--- src/rtl/crs_defs.svh ---
// Purpose: constants for the chip reset sequencer
// Assumes: included by the sequencer after the package
// Notes: register byte address is four times the register index
`ifndef CRS_DEFS_SVH
`define CRS_DEFS_SVH

// register indices and byte addresses
`define CRS_CMD_INDEX 8'h00
`define CRS_CAUSE_INDEX 8'h01
`define CRS_CMD_ADDR 8'h00
`define CRS_CAUSE_ADDR 8'h04

// reset_command_bits fields
`define CRS_CMD_SOFT_BIT 7
`define CRS_CMD_FORCE_BIT 6
`define CRS_CMD_RESET 8'h00

// reset_cause_flags fields
`define CRS_CAUSE_SOFT_BIT 5
`define CRS_CAUSE_CHIPWD_BIT 4
`define CRS_CAUSE_POR_BIT 3
`define CRS_CAUSE_EXT_BIT 2
`define CRS_CAUSE_COREWD_BIT 1
`define CRS_CAUSE_LOL_BIT 0
`define CRS_CAUSE_RESET 8'h08

// timing counts in external bus clock cycles
`define CRS_SETTLE_CYCLES 512
`define CRS_EXT_HOLD_EDGES 4

// bus answers
`define CRS_RESP_OKAY 2'b00
`define CRS_RESP_SLVERR 2'b10

`endif

--- src/rtl/crs_pkg.sv ---
// Purpose: types for the chip reset sequencer
// Assumes: nothing
// Notes: state codes written out in binary
package crs_pkg;
  typedef enum logic [2:0] {
    CRS_RUN       = 3'b000, // out of reset, normal operation
    CRS_WAIT_BUS  = 3'b001, // synchronous request waits for bus cycle end
    CRS_WAIT_PIN  = 3'b010, // wait for reset pin negation
    CRS_WAIT_LOCK = 3'b011, // wait for pll lock
    CRS_COUNT     = 3'b100, // settle count
    CRS_CONFIG    = 3'b101  // configuration capture
  } crs_state_e;
endpackage

--- src/rtl/crs_reset_sequencer.sv ---
// Purpose: reset sequencer with cause flags and software command bits
// Assumes: nrst_in is the power-on reset; one 50 MHz clock (external bus clock)
// Notes: registers over AXI4-Lite, command at 0x00, cause flags at 0x04
//
// Operation
// - power-on, stop-mode pin and lock loss asynchronous; others synchronous
// - synchronous source waits for bus cycle end, then reset next edge
// - writes in progress finish before a synchronous reset takes effect
// - asynchronous source asserts reset at once, no bus wait
// - power-up holds reset output until supply good and lock, then 512 cycles
// - pin must be low four rising edges before a request is latched
// - after external reset, 512 cycles from pin negation and lock
// - in stop mode pin low is caught without the synchroniser
// - either watchdog timeout latches a request, then the 512 sequence
// - lock loss resets only in pll mode, never in limp mode
// - setting software request bit starts a reset and the 512 sequence
// - synchronous: latch, assert, wait pin, wait lock, count 512
// - at count end optionally capture configuration, then negate output
// - valid pin reset during lock wait or count returns to pin wait
// - asynchronous internal source: assert, wait lock, count, config, negate
// - lock lost during count returns to lock wait
// - power-on restarts the sequence from its start at any time
// - power-on sets its flag and clears all other cause flags
// - later sources hold reset until negated, flags left unchanged
// - software request bit is bit 7 and its reset clears it
// - cause flags latched on reset entry, bit positions 5 down to 0
// - reset output active low, low while the chip is held in reset
`timescale 1ns/1ns
`default_nettype none

`include "crs_defs.svh"

module crs_reset_sequencer
  import crs_pkg::*;
#(
  parameter int ADDR_W = 8,
  parameter int SETTLE_CYCLES = `CRS_SETTLE_CYCLES,
  parameter int EXT_HOLD_EDGES = `CRS_EXT_HOLD_EDGES,
  parameter int CFG_W = 16
) (
  input wire logic clk_in,
  input wire logic nrst_in,
  // axi4-lite slave
  input wire logic [ADDR_W-1:0] s_axi_awaddr_in,
  input wire logic s_axi_awvalid_in,
  output logic s_axi_awready_out,
  input wire logic [31:0] s_axi_wdata_in,
  input wire logic [3:0] s_axi_wstrb_in,
  input wire logic s_axi_wvalid_in,
  output logic s_axi_wready_out,
  output logic [1:0] s_axi_bresp_out,
  output logic s_axi_bvalid_out,
  input wire logic s_axi_bready_in,
  input wire logic [ADDR_W-1:0] s_axi_araddr_in,
  input wire logic s_axi_arvalid_in,
  output logic s_axi_arready_out,
  output logic [31:0] s_axi_rdata_out,
  output logic [1:0] s_axi_rresp_out,
  output logic s_axi_rvalid_out,
  input wire logic s_axi_rready_in,
  // reset sources and conditions
  input wire logic ext_reset_n_in,
  input wire logic stop_mode_in,
  input wire logic core_watchdog_timeout_in,
  input wire logic chip_watchdog_timeout_in,
  input wire logic pll_lock_in,
  input wire logic pll_mode_in,
  input wire logic bus_cycle_busy_in,
  // configuration capture
  input wire logic config_override_select_n_in,
  input wire logic [CFG_W-1:0] config_data_in,
  output logic config_capture_out,
  output logic [CFG_W-1:0] config_word_out,
  // resets
  output logic reset_output_pin_n_out,
  output logic sys_reset_n_out
);

  localparam int CNT_W = $clog2(SETTLE_CYCLES + 1);
  localparam int HOLD_W = $clog2(EXT_HOLD_EDGES + 1);
  localparam logic [CNT_W-1:0] SETTLE_LAST = CNT_W'(SETTLE_CYCLES - 1);
  localparam logic [HOLD_W-1:0] HOLD_LAST = HOLD_W'(EXT_HOLD_EDGES);

  crs_state_e state_q, state_d;
  logic [CNT_W-1:0] count_q;
  logic [HOLD_W-1:0] hold_q;
  logic ext_meta_q, ext_sync_q;
  logic lock_meta_q, lock_sync_q;
  logic cfgsel_meta_q, cfgsel_sync_q;
  logic stop_hit_q;
  logic stop_hit_n;
  logic ext_valid, lock_ok, lol_src, sync_src, async_src, any_src;
  logic enter_reset;
  logic [7:0] cmd_q;
  logic [7:0] cause_q;
  logic [5:0] pending;
  logic [ADDR_W-1:0] awaddr_q;
  logic aw_full_q;
  logic [31:0] wdata_q;
  logic [3:0] wstrb_q;
  logic w_full_q;
  logic do_write;
  logic bvalid_q;
  logic [1:0] bresp_q;
  logic rvalid_q;
  logic [1:0] rresp_q;
  logic [31:0] rdata_q;
  logic reset_output_pin_n_q;
  logic cfg_cap_q;
  logic [CFG_W-1:0] cfg_word_q;

  // register index decode, shared by read and write paths
  function automatic logic [1:0] crs_decode(input logic [ADDR_W-1:0] addr);
    logic [1:0] sel;
    sel = 2'b00;
    if (addr == ADDR_W'(`CRS_CMD_ADDR)) begin
      sel = 2'b01;
    end else if (addr == ADDR_W'(`CRS_CAUSE_ADDR)) begin
      sel = 2'b10;
    end
    return sel;
  endfunction

  // pin and pll lock pass two flops before the sequencing logic reads them; the stop-mode path reads the raw pin
  always_ff @(posedge clk_in or negedge nrst_in) begin
    if (!nrst_in) begin
      ext_meta_q <= 1'b1;
      ext_sync_q <= 1'b1;
      lock_meta_q <= 1'b0;
      lock_sync_q <= 1'b0;
      cfgsel_meta_q <= 1'b1;
      cfgsel_sync_q <= 1'b1;
    end else begin
      ext_meta_q <= ext_reset_n_in;
      ext_sync_q <= ext_meta_q;
      lock_meta_q <= pll_lock_in;
      lock_sync_q <= lock_meta_q;
      cfgsel_meta_q <= config_override_select_n_in;
      cfgsel_sync_q <= cfgsel_meta_q;
    end
  end

  // low-time counter on the synchronised pin, saturates at the hold count
  always_ff @(posedge clk_in or negedge nrst_in) begin
    if (!nrst_in) begin
      hold_q <= '0;
    end else if (ext_sync_q) begin
      hold_q <= '0;
    end else if (hold_q != HOLD_LAST) begin
      hold_q <= hold_q + HOLD_W'(1);
    end
  end

  // stop mode: clocks are stopped, so pin low sets this flop without a clock
  assign stop_hit_n = ext_reset_n_in | ~stop_mode_in;

  always_ff @(posedge clk_in or negedge stop_hit_n) begin
    if (!stop_hit_n) begin
      stop_hit_q <= 1'b1;
    end else begin
      stop_hit_q <= 1'b0;
    end
  end

  // source classification
  assign ext_valid = (hold_q == HOLD_LAST);
  assign lock_ok = ~pll_mode_in | lock_sync_q;
  assign lol_src = pll_mode_in & ~lock_sync_q; // limp mode never resets
  assign sync_src = (ext_valid & ~stop_mode_in) | core_watchdog_timeout_in
                  | chip_watchdog_timeout_in | cmd_q[`CRS_CMD_SOFT_BIT];
  assign async_src = stop_hit_q | lol_src;
  assign any_src = ~ext_sync_q | core_watchdog_timeout_in | chip_watchdog_timeout_in | lol_src;

  // sources pending at the moment of entry
  assign pending = {cmd_q[`CRS_CMD_SOFT_BIT], chip_watchdog_timeout_in, 1'b0,
                    ext_valid | stop_hit_q, core_watchdog_timeout_in, lol_src};

  // reset is entered from run or from the bus wait
  always_comb begin
    enter_reset = 1'b0;
    if (state_q == CRS_RUN) begin
      enter_reset = async_src | (sync_src & ~bus_cycle_busy_in);
    end else if (state_q == CRS_WAIT_BUS) begin
      enter_reset = async_src | ~bus_cycle_busy_in;
    end
  end

  // sequencing state machine
  always_comb begin
    state_d = state_q;
    case (state_q)
      CRS_RUN: begin
        if (async_src) begin
          state_d = CRS_WAIT_LOCK;
        end else if (sync_src & bus_cycle_busy_in) begin
          state_d = CRS_WAIT_BUS;
        end else if (sync_src) begin
          state_d = CRS_WAIT_PIN;
        end
      end
      CRS_WAIT_BUS: begin
        if (async_src) begin
          state_d = CRS_WAIT_LOCK;
        end else if (!bus_cycle_busy_in) begin
          state_d = CRS_WAIT_PIN;
        end
      end
      CRS_WAIT_PIN: begin
        // watchdogs still asserted also hold the chip here
        if (ext_sync_q & ~core_watchdog_timeout_in & ~chip_watchdog_timeout_in) begin
          state_d = CRS_WAIT_LOCK;
        end
      end
      CRS_WAIT_LOCK: begin
        if (ext_valid) begin
          state_d = CRS_WAIT_PIN;
        end else if (lock_ok) begin
          state_d = CRS_COUNT;
        end
      end
      CRS_COUNT: begin
        if (ext_valid) begin
          state_d = CRS_WAIT_PIN;
        end else if (!lock_ok) begin
          state_d = CRS_WAIT_LOCK;
        end else if (count_q == SETTLE_LAST && !any_src) begin
          state_d = CRS_CONFIG;
        end
      end
      CRS_CONFIG: begin
        state_d = CRS_RUN;
      end
      default: begin
        state_d = CRS_WAIT_LOCK;
      end
    endcase
  end

  // power-on restarts in the lock wait with reset_output_pin held low
  always_ff @(posedge clk_in or negedge nrst_in) begin
    if (!nrst_in) begin
      state_q <= CRS_WAIT_LOCK;
    end else begin
      state_q <= state_d;
    end
  end

  // settle counter; a late source parks the count at its last value
  always_ff @(posedge clk_in or negedge nrst_in) begin
    if (!nrst_in) begin
      count_q <= '0;
    end else if (state_q != CRS_COUNT) begin
      count_q <= '0;
    end else if (count_q != SETTLE_LAST) begin
      count_q <= count_q + CNT_W'(1);
    end
  end

  // cause flags: only written on entry, so later sources leave them alone
  always_ff @(posedge clk_in or negedge nrst_in) begin
    if (!nrst_in) begin
      cause_q <= `CRS_CAUSE_RESET;
    end else if (enter_reset) begin
      cause_q <= {2'b00, pending};
    end
  end

  // configuration capture at the end of the count, when selected
  always_ff @(posedge clk_in or negedge nrst_in) begin
    if (!nrst_in) begin
      cfg_cap_q <= 1'b0;
      cfg_word_q <= '0;
    end else begin
      cfg_cap_q <= 1'b0;
      if (state_q == CRS_CONFIG && !cfgsel_sync_q) begin
        cfg_cap_q <= 1'b1;
        cfg_word_q <= config_data_in;
      end
    end
  end

  // write channel capture; address and data may arrive in either order
  assign do_write = aw_full_q & w_full_q & ~bvalid_q;

  always_ff @(posedge clk_in or negedge nrst_in) begin
    if (!nrst_in) begin
      aw_full_q <= 1'b0;
      awaddr_q <= '0;
    end else if (s_axi_awvalid_in && !aw_full_q) begin
      aw_full_q <= 1'b1;
      awaddr_q <= s_axi_awaddr_in;
    end else if (do_write) begin
      aw_full_q <= 1'b0;
    end
  end

  always_ff @(posedge clk_in or negedge nrst_in) begin
    if (!nrst_in) begin
      w_full_q <= 1'b0;
      wdata_q <= '0;
      wstrb_q <= '0;
    end else if (s_axi_wvalid_in && !w_full_q) begin
      w_full_q <= 1'b1;
      wdata_q <= s_axi_wdata_in;
      wstrb_q <= s_axi_wstrb_in;
    end else if (do_write) begin
      w_full_q <= 1'b0;
    end
  end

  // command bits; a new software write wins over the clear on entry
  always_ff @(posedge clk_in or negedge nrst_in) begin
    if (!nrst_in) begin
      cmd_q <= `CRS_CMD_RESET;
    end else if (do_write && crs_decode(awaddr_q) == 2'b01 && wstrb_q[0]) begin
      cmd_q <= {wdata_q[7:6], 6'h00};
    end else if (enter_reset) begin
      cmd_q[`CRS_CMD_SOFT_BIT] <= 1'b0;
    end
  end

  // write response; writes to the cause flags are ignored
  always_ff @(posedge clk_in or negedge nrst_in) begin
    if (!nrst_in) begin
      bvalid_q <= 1'b0;
      bresp_q <= `CRS_RESP_OKAY;
    end else if (do_write) begin
      bvalid_q <= 1'b1;
      bresp_q <= (crs_decode(awaddr_q) == 2'b00) ? `CRS_RESP_SLVERR : `CRS_RESP_OKAY;
    end else if (s_axi_bready_in) begin
      bvalid_q <= 1'b0;
    end
  end

  // read path, one cycle after the address is taken
  always_ff @(posedge clk_in or negedge nrst_in) begin
    if (!nrst_in) begin
      rvalid_q <= 1'b0;
      rresp_q <= `CRS_RESP_OKAY;
      rdata_q <= '0;
    end else if (s_axi_arvalid_in && !rvalid_q) begin
      rvalid_q <= 1'b1;
      rresp_q <= `CRS_RESP_OKAY;
      case (crs_decode(s_axi_araddr_in))
        2'b01: begin
          rdata_q <= {24'h000000, cmd_q};
        end
        2'b10: begin
          rdata_q <= {24'h000000, cause_q};
        end
        default: begin
          rdata_q <= 32'h00000000;
          rresp_q <= `CRS_RESP_SLVERR;
        end
      endcase
    end else if (s_axi_rready_in) begin
      rvalid_q <= 1'b0;
    end
  end

  // reset output pin: active low, also forced by the command bit
  always_ff @(posedge clk_in or negedge nrst_in) begin
    if (!nrst_in) begin
      reset_output_pin_n_q <= 1'b0;
    end else begin
      reset_output_pin_n_q <= ~((state_d != CRS_RUN && state_d != CRS_WAIT_BUS) | cmd_q[`CRS_CMD_FORCE_BIT]);
    end
  end

  // internal reset; the stop-mode hit bypasses the clock entirely
  assign sys_reset_n_out = nrst_in & ~stop_hit_q
                         & (state_q == CRS_RUN || state_q == CRS_WAIT_BUS);

  assign reset_output_pin_n_out = reset_output_pin_n_q;
  assign config_capture_out = cfg_cap_q;
  assign config_word_out = cfg_word_q;
  assign s_axi_awready_out = ~aw_full_q;
  assign s_axi_wready_out = ~w_full_q;
  assign s_axi_bvalid_out = bvalid_q;
  assign s_axi_bresp_out = bresp_q;
  assign s_axi_arready_out = ~rvalid_q;
  assign s_axi_rvalid_out = rvalid_q;
  assign s_axi_rresp_out = rresp_q;
  assign s_axi_rdata_out = rdata_q;

endmodule

`default_nettype wire

--- config.mk ---
export PLATFORM = sky130hd
export DESIGN_NAME = crs_reset_sequencer
export DESIGN_NICKNAME = d
export VERILOG_FILES = /design/src/rtl/crs_pkg.sv /design/src/rtl/crs_reset_sequencer.sv
export VERILOG_INCLUDE_DIRS = /design/src /design/src/rtl
export SDC_FILE = /design/constraint.sdc
export NUM_CORES = 1
export LEC_CHECK = 0
export ABC_AREA = 1
export BUFFER_PORTS_ARGS = -buffer_cell sky130_fd_sc_hd__buf_2
export CAP_MARGIN = 0
export CORE_MARGIN = 3
export CORE_UTILIZATION = 50
export DETAILED_ROUTE_END_ITERATION = 16
export PLACE_DENSITY = 0.83
export SLEW_MARGIN = 20
export SYNTH_ARGS = -nofsm -noshare
export SYNTH_HDL_FRONTEND = slang
export SYNTH_SLANG_ARGS = --single-unit
--- constraint.sdc ---
create_clock -name clk_in -period 3.45 [get_ports clk_in]
set_clock_uncertainty 0.2 [all_clocks]
set_input_delay 0.1725 -clock clk_in [delete_from_list [all_inputs] [get_ports clk_in]]
set_output_delay 0.1725 -clock clk_in [all_outputs]
set_load 0.01 [all_outputs]
==> metrics.txt <==
# TYPE chip_impl_metric gauge
chip_impl_info{name="outcome",value="finished clean"} 1
chip_impl_metric{name="grt_util_all_layers",unit=""} 0.213
chip_impl_metric{name="n_antenna_cell",unit=""} 0
chip_impl_info{name="clk_root_buffer_cell",value="clkbuf_8"} 1
chip_impl_info{name="timing.critical_path.to_type",value="register"} 1
chip_impl_metric{name="routed_via_density",unit=""} 4.94
chip_impl_metric{name="global_route.overflow_total",unit=""} 0
chip_impl_metric{name="tightest_slew",unit="ns"} 0.589
chip_impl_metric{name="max_slew_margin",unit=""} 0.607
chip_impl_info{name="timing_worst_setup_path_type",value="primary input to register"} 1
chip_impl_metric{name="clock_tree.buffer_depth",unit=""} 2
chip_impl_metric{name="area.growth.synth_to_final",unit="%"} 30.6
chip_impl_metric{name="fillers",unit=""} 478
chip_impl_metric{name="die_w",unit="um"} 88.7
chip_impl_metric{name="htree_levels",unit=""} 3
chip_impl_metric{name="critical_path_buf_inv_count",unit=""} 4
chip_impl_metric{name="drv.max_cap_violation_count",unit=""} 0
chip_impl_metric{name="timing.final.crit_period",unit="ns"} 2.33
chip_impl_metric{name="synth.avg_cell_area",unit="sq um"} 8.82
chip_impl_metric{name="top_level_ports",unit=""} 143
chip_impl_metric{name="p_leak",unit="nW"} 2.35
chip_impl_metric{name="post_synth_num_cell_types",unit=""} 30
chip_impl_metric{name="util_after_layout",unit=""} 0.688
chip_impl_info{name="cells_taking_the_most_area_after_synthesis",value="dfrtp_1 48%, nand2_1 13%, dfstp_2 6.1%, buf_4 5.9%, inv_1 3.6%"} 1
chip_impl_metric{name="drtPass1Iterations",unit=""} 4
chip_impl_metric{name="cts_repair_resize_count",unit=""} 0
chip_impl_metric{name="powerDensity",unit="mW/mm^2"} 641
chip_impl_metric{name="floorplan.initialDensity",unit=""} 0.527
chip_impl_metric{name="setup_tns",unit="ns"} 0
chip_impl_metric{name="ir_drop",unit="uV"} 418
chip_impl_metric{name="worst_slack_at_placement",unit="ns"} 1.74
chip_impl_info{name="rsz_0062_raised_after_global_routing",value="false"} 1
chip_impl_metric{name="drt_antenna_net_count",unit=""} 0
chip_impl_metric{name="drc_errors",unit=""} 0
chip_impl_metric{name="drtIter0Drc",unit=""} 63
chip_impl_metric{name="grt_first_pass_wirelength",unit="mm"} 13.0
chip_impl_metric{name="worstPathMaxFanout",unit=""} 2
chip_impl_metric{name="die_area",unit="sq mm"} 0.00787
chip_impl_metric{name="yosysTopAreaCellShare",unit=""} 0.483
chip_impl_metric{name="numCtsBuffers",unit=""} 9
chip_impl_metric{name="ys_ff_latch",unit=""} 74
chip_impl_metric{name="postRouteWirelength",unit="mm"} 8.04
chip_impl_metric{name="grt_start_max_net_pins",unit=""} 49
chip_impl_info{name="nature_of_the_critical_path_startpoint",value="primary input"} 1
chip_impl_metric{name="worst_ep_required_time",unit="ns"} 3.48
chip_impl_metric{name="clkTransAtPathRegs",unit="ns"} 0.08
chip_impl_metric{name="post_dp_hpwl",unit="mm"} 5.04
chip_impl_metric{name="final.period_utilization",unit=""} 0.675
chip_impl_metric{name="synthesized_cell_area",unit="sq mm"} 0.00342
chip_impl_metric{name="post_route_cells_drive_above_1_share",unit=""} 0.258
chip_impl_metric{name="final_critical_path_setup_slack",unit="ns"} 1.12
chip_impl_metric{name="core-area",unit="sq mm"} 0.00649
chip_impl_metric{name="final_nets",unit=""} 611
chip_impl_metric{name="timing.final.setup_violations",unit=""} 0
chip_impl_metric{name="clkLatencyLatePin",unit="ns"} 0.34
chip_impl_metric{name="routedLengthMet1",unit="mm"} 3.19
chip_impl_metric{name="yosys_warning_total",unit=""} 0
chip_impl_metric{name="number_of_antenna_violations_at_the_first_check_in_global_routing",unit=""} 0
chip_impl_metric{name="route.met3.wl",unit="um"} 564
chip_impl_metric{name="final_replace_weighted_congestion",unit=""} 0.932
chip_impl_metric{name="critical_path.max_stage_delay",unit="ns"} 0.57
chip_impl_metric{name="power",unit="mW"} 2.87
chip_impl_metric{name="std_cell_rows",unit=""} 29
chip_impl_metric{name="synth_cells",unit=""} 388
chip_impl_metric{name="drv_slew",unit=""} 0
chip_impl_info{name="final_cell_mix",value="119 x nand2_1, 83 x buf_2, 66 x dfrtp_1"} 1
chip_impl_info{name="critPathSlowestCell",value="dlygate4sd3_1"} 1
chip_impl_metric{name="synth-seq-area-share",unit=""} 0.544
chip_impl_metric{name="wl_per_cell",unit="um"} 13.2
chip_impl_metric{name="critPathArrivalTime",unit="ns"} 2.36
chip_impl_metric{name="hold_viol",unit=""} 0
chip_impl_info{name="cts_tree",value="done"} 1
chip_impl_metric{name="io_buffers",unit=""} 83
chip_impl_info{name="final_common_cell",value="nand2_1"} 1
chip_impl_metric{name="maxClockFrequency",unit="MHz"} 429
chip_impl_metric{name="fp.dieH",unit="um"} 88.7
chip_impl_metric{name="detailroute.wirelength.met2",unit="mm"} 4.07
chip_impl_metric{name="vias",unit=""} 3001
chip_impl_info{name="cp_cell_sequence",value="dlygate4sd3_1 > buf_2 > nor2_1 > dlygate4sd3_1 > nand2_1 > dlygate4sd3_1 > nor3_1 > nor2_1"} 1
chip_impl_info{name="dominant_cell_type_by_area_after_synthesis",value="dfrtp_1"} 1
chip_impl_info{name="critical-path-top-delay-family",value="buffers and inverters"} 1
chip_impl_metric{name="first_global_vias",unit=""} 2998
chip_impl_info{name="cell_repeated_most_along_the_worst_path",value="dlygate4sd3_1"} 1
chip_impl_info{name="timing.hold.worst.class",value="primary input to register"} 1
chip_impl_info{name="routed.top_layer",value="met4"} 1
chip_impl_metric{name="clock_sinks",unit=""} 74
-- worst paths after layout --
path	cells after the start	from	end	slack, ns
min in group asynchronous	2	nrst_in	config_capture_out	0.17
worst min-delay path	6	s_axi_araddr_in[3]	s_axi_rdata_out[6]	0.03
worst max register to register	4	state_q[0]	config_word_out[6]	1.71
max in group asynchronous	3	nrst_in	count_q[8]	1.86
worst min register to register	0	lock_meta_q	lock_sync_q	0.16
worst max-delay path	8	s_axi_araddr_in[0]	s_axi_rresp_out[1]	1.12
-- area by class of cell --
cell class,count,area [sq um],area share
well taps,77,96.3,0.0216
multi-input cells,269,1290,0.288
clock buffers,11,131,0.0294
flip-flops and latches,74,1860,0.417
repair buffers,130,883,0.198
inverters,41,154,0.0344
clock inverters,5,55.1,0.0123
-- report_power, final --
group,leakage [nW],internal (mW),total (mW),switching [mW]
Sequential,0.912,1.13,1.30,0.166
Combinational,1.35,0.379,0.921,0.542
Clock,0.0893,0.332,0.646,0.314
Total,2.35,1.84,2.87,1.02
-- stage by stage --
stage                     instances  hold slack [ns]  instance area, sq um
final                           607           0.0336                  4470
after detailed placement        545         -0.00223                  3820
after global placement          545         -0.00277                  3820
after CTS                       607           0.0159                  4470
after floorplan                 414           -0.323                  3520
after global routing            607           0.0805                  4470
-- Yosys cell counts, drive strengths merged --
| cell | count |
|---|---|
| buf | 29 |
| conb | 1 |
| a31oi | 1 |
| ha | 3 |
| dfstp | 8 |
| nand3 | 27 |
| xnor2 | 1 |
| or2 | 1 |
| xor2 | 3 |
| nor2 | 32 |
| nand2 | 123 |
| nor3 | 6 |
| nand4 | 4 |
| mux2 | 9 |
| o21ai | 22 |
| a21oi | 8 |
| inv | 40 |
| o31ai | 2 |
| dfrtp | 66 |
| clkinv | 1 |
| clkbuf | 1 |
-- cells by family (layout without fill, tap and decap cells) --
family | Yosys count | in the layout | share of synthesized area
buffers and inverters | 71 | 187 | 0.108
AOI/OAI and AO/OA | 33 | 33 | 0.0534
xor gates and xnor gates | 4 | 4 | 0.0102
DFF | 74 | 74 | 0.544
adders and majority gates | 3 | 3 | 0.0110
muxes | 9 | 9 | 0.0296
other | 1 | 27 | 0.00110
and+or+nand+nor | 193 | 193 | 0.242
-- worst reg2reg max path: cells and delay by family, from the launching register on --
| family | cells | cell delay (ns) |
|---|---|---|
| and+or+nand+nor | 3 | 0.53 |
| DFF | 1 | 0.60 |
| buffers and inverters | 1 | 0.36 |
-- what timing repair did --
action | CTS | global route
hold buffers | 46 | 0
buffers inserted | 0 | 0
endpoints found under the hold margin | 67 | 0
-- sequential cells by signal (all words and copies together), names as in the netlist, 2 cells and up --
name / cells
s_axi_rdata_out: 8
count_q: 10
config_word_out: 16
cause_q: 6
state_q: 3
wdata_q: 2
hold_q: 3
awaddr_q: 8
cmd_q: 2
-- per-layer routing --
metal / track usage / vias up
li1: - / 1446
met1: 0.248 / 1392
met2: 0.364 / 139
met3: 0.0549 / 24
met4: 0.104 / 0
met5: 0 / -
(Power assumes the default switching activity.)
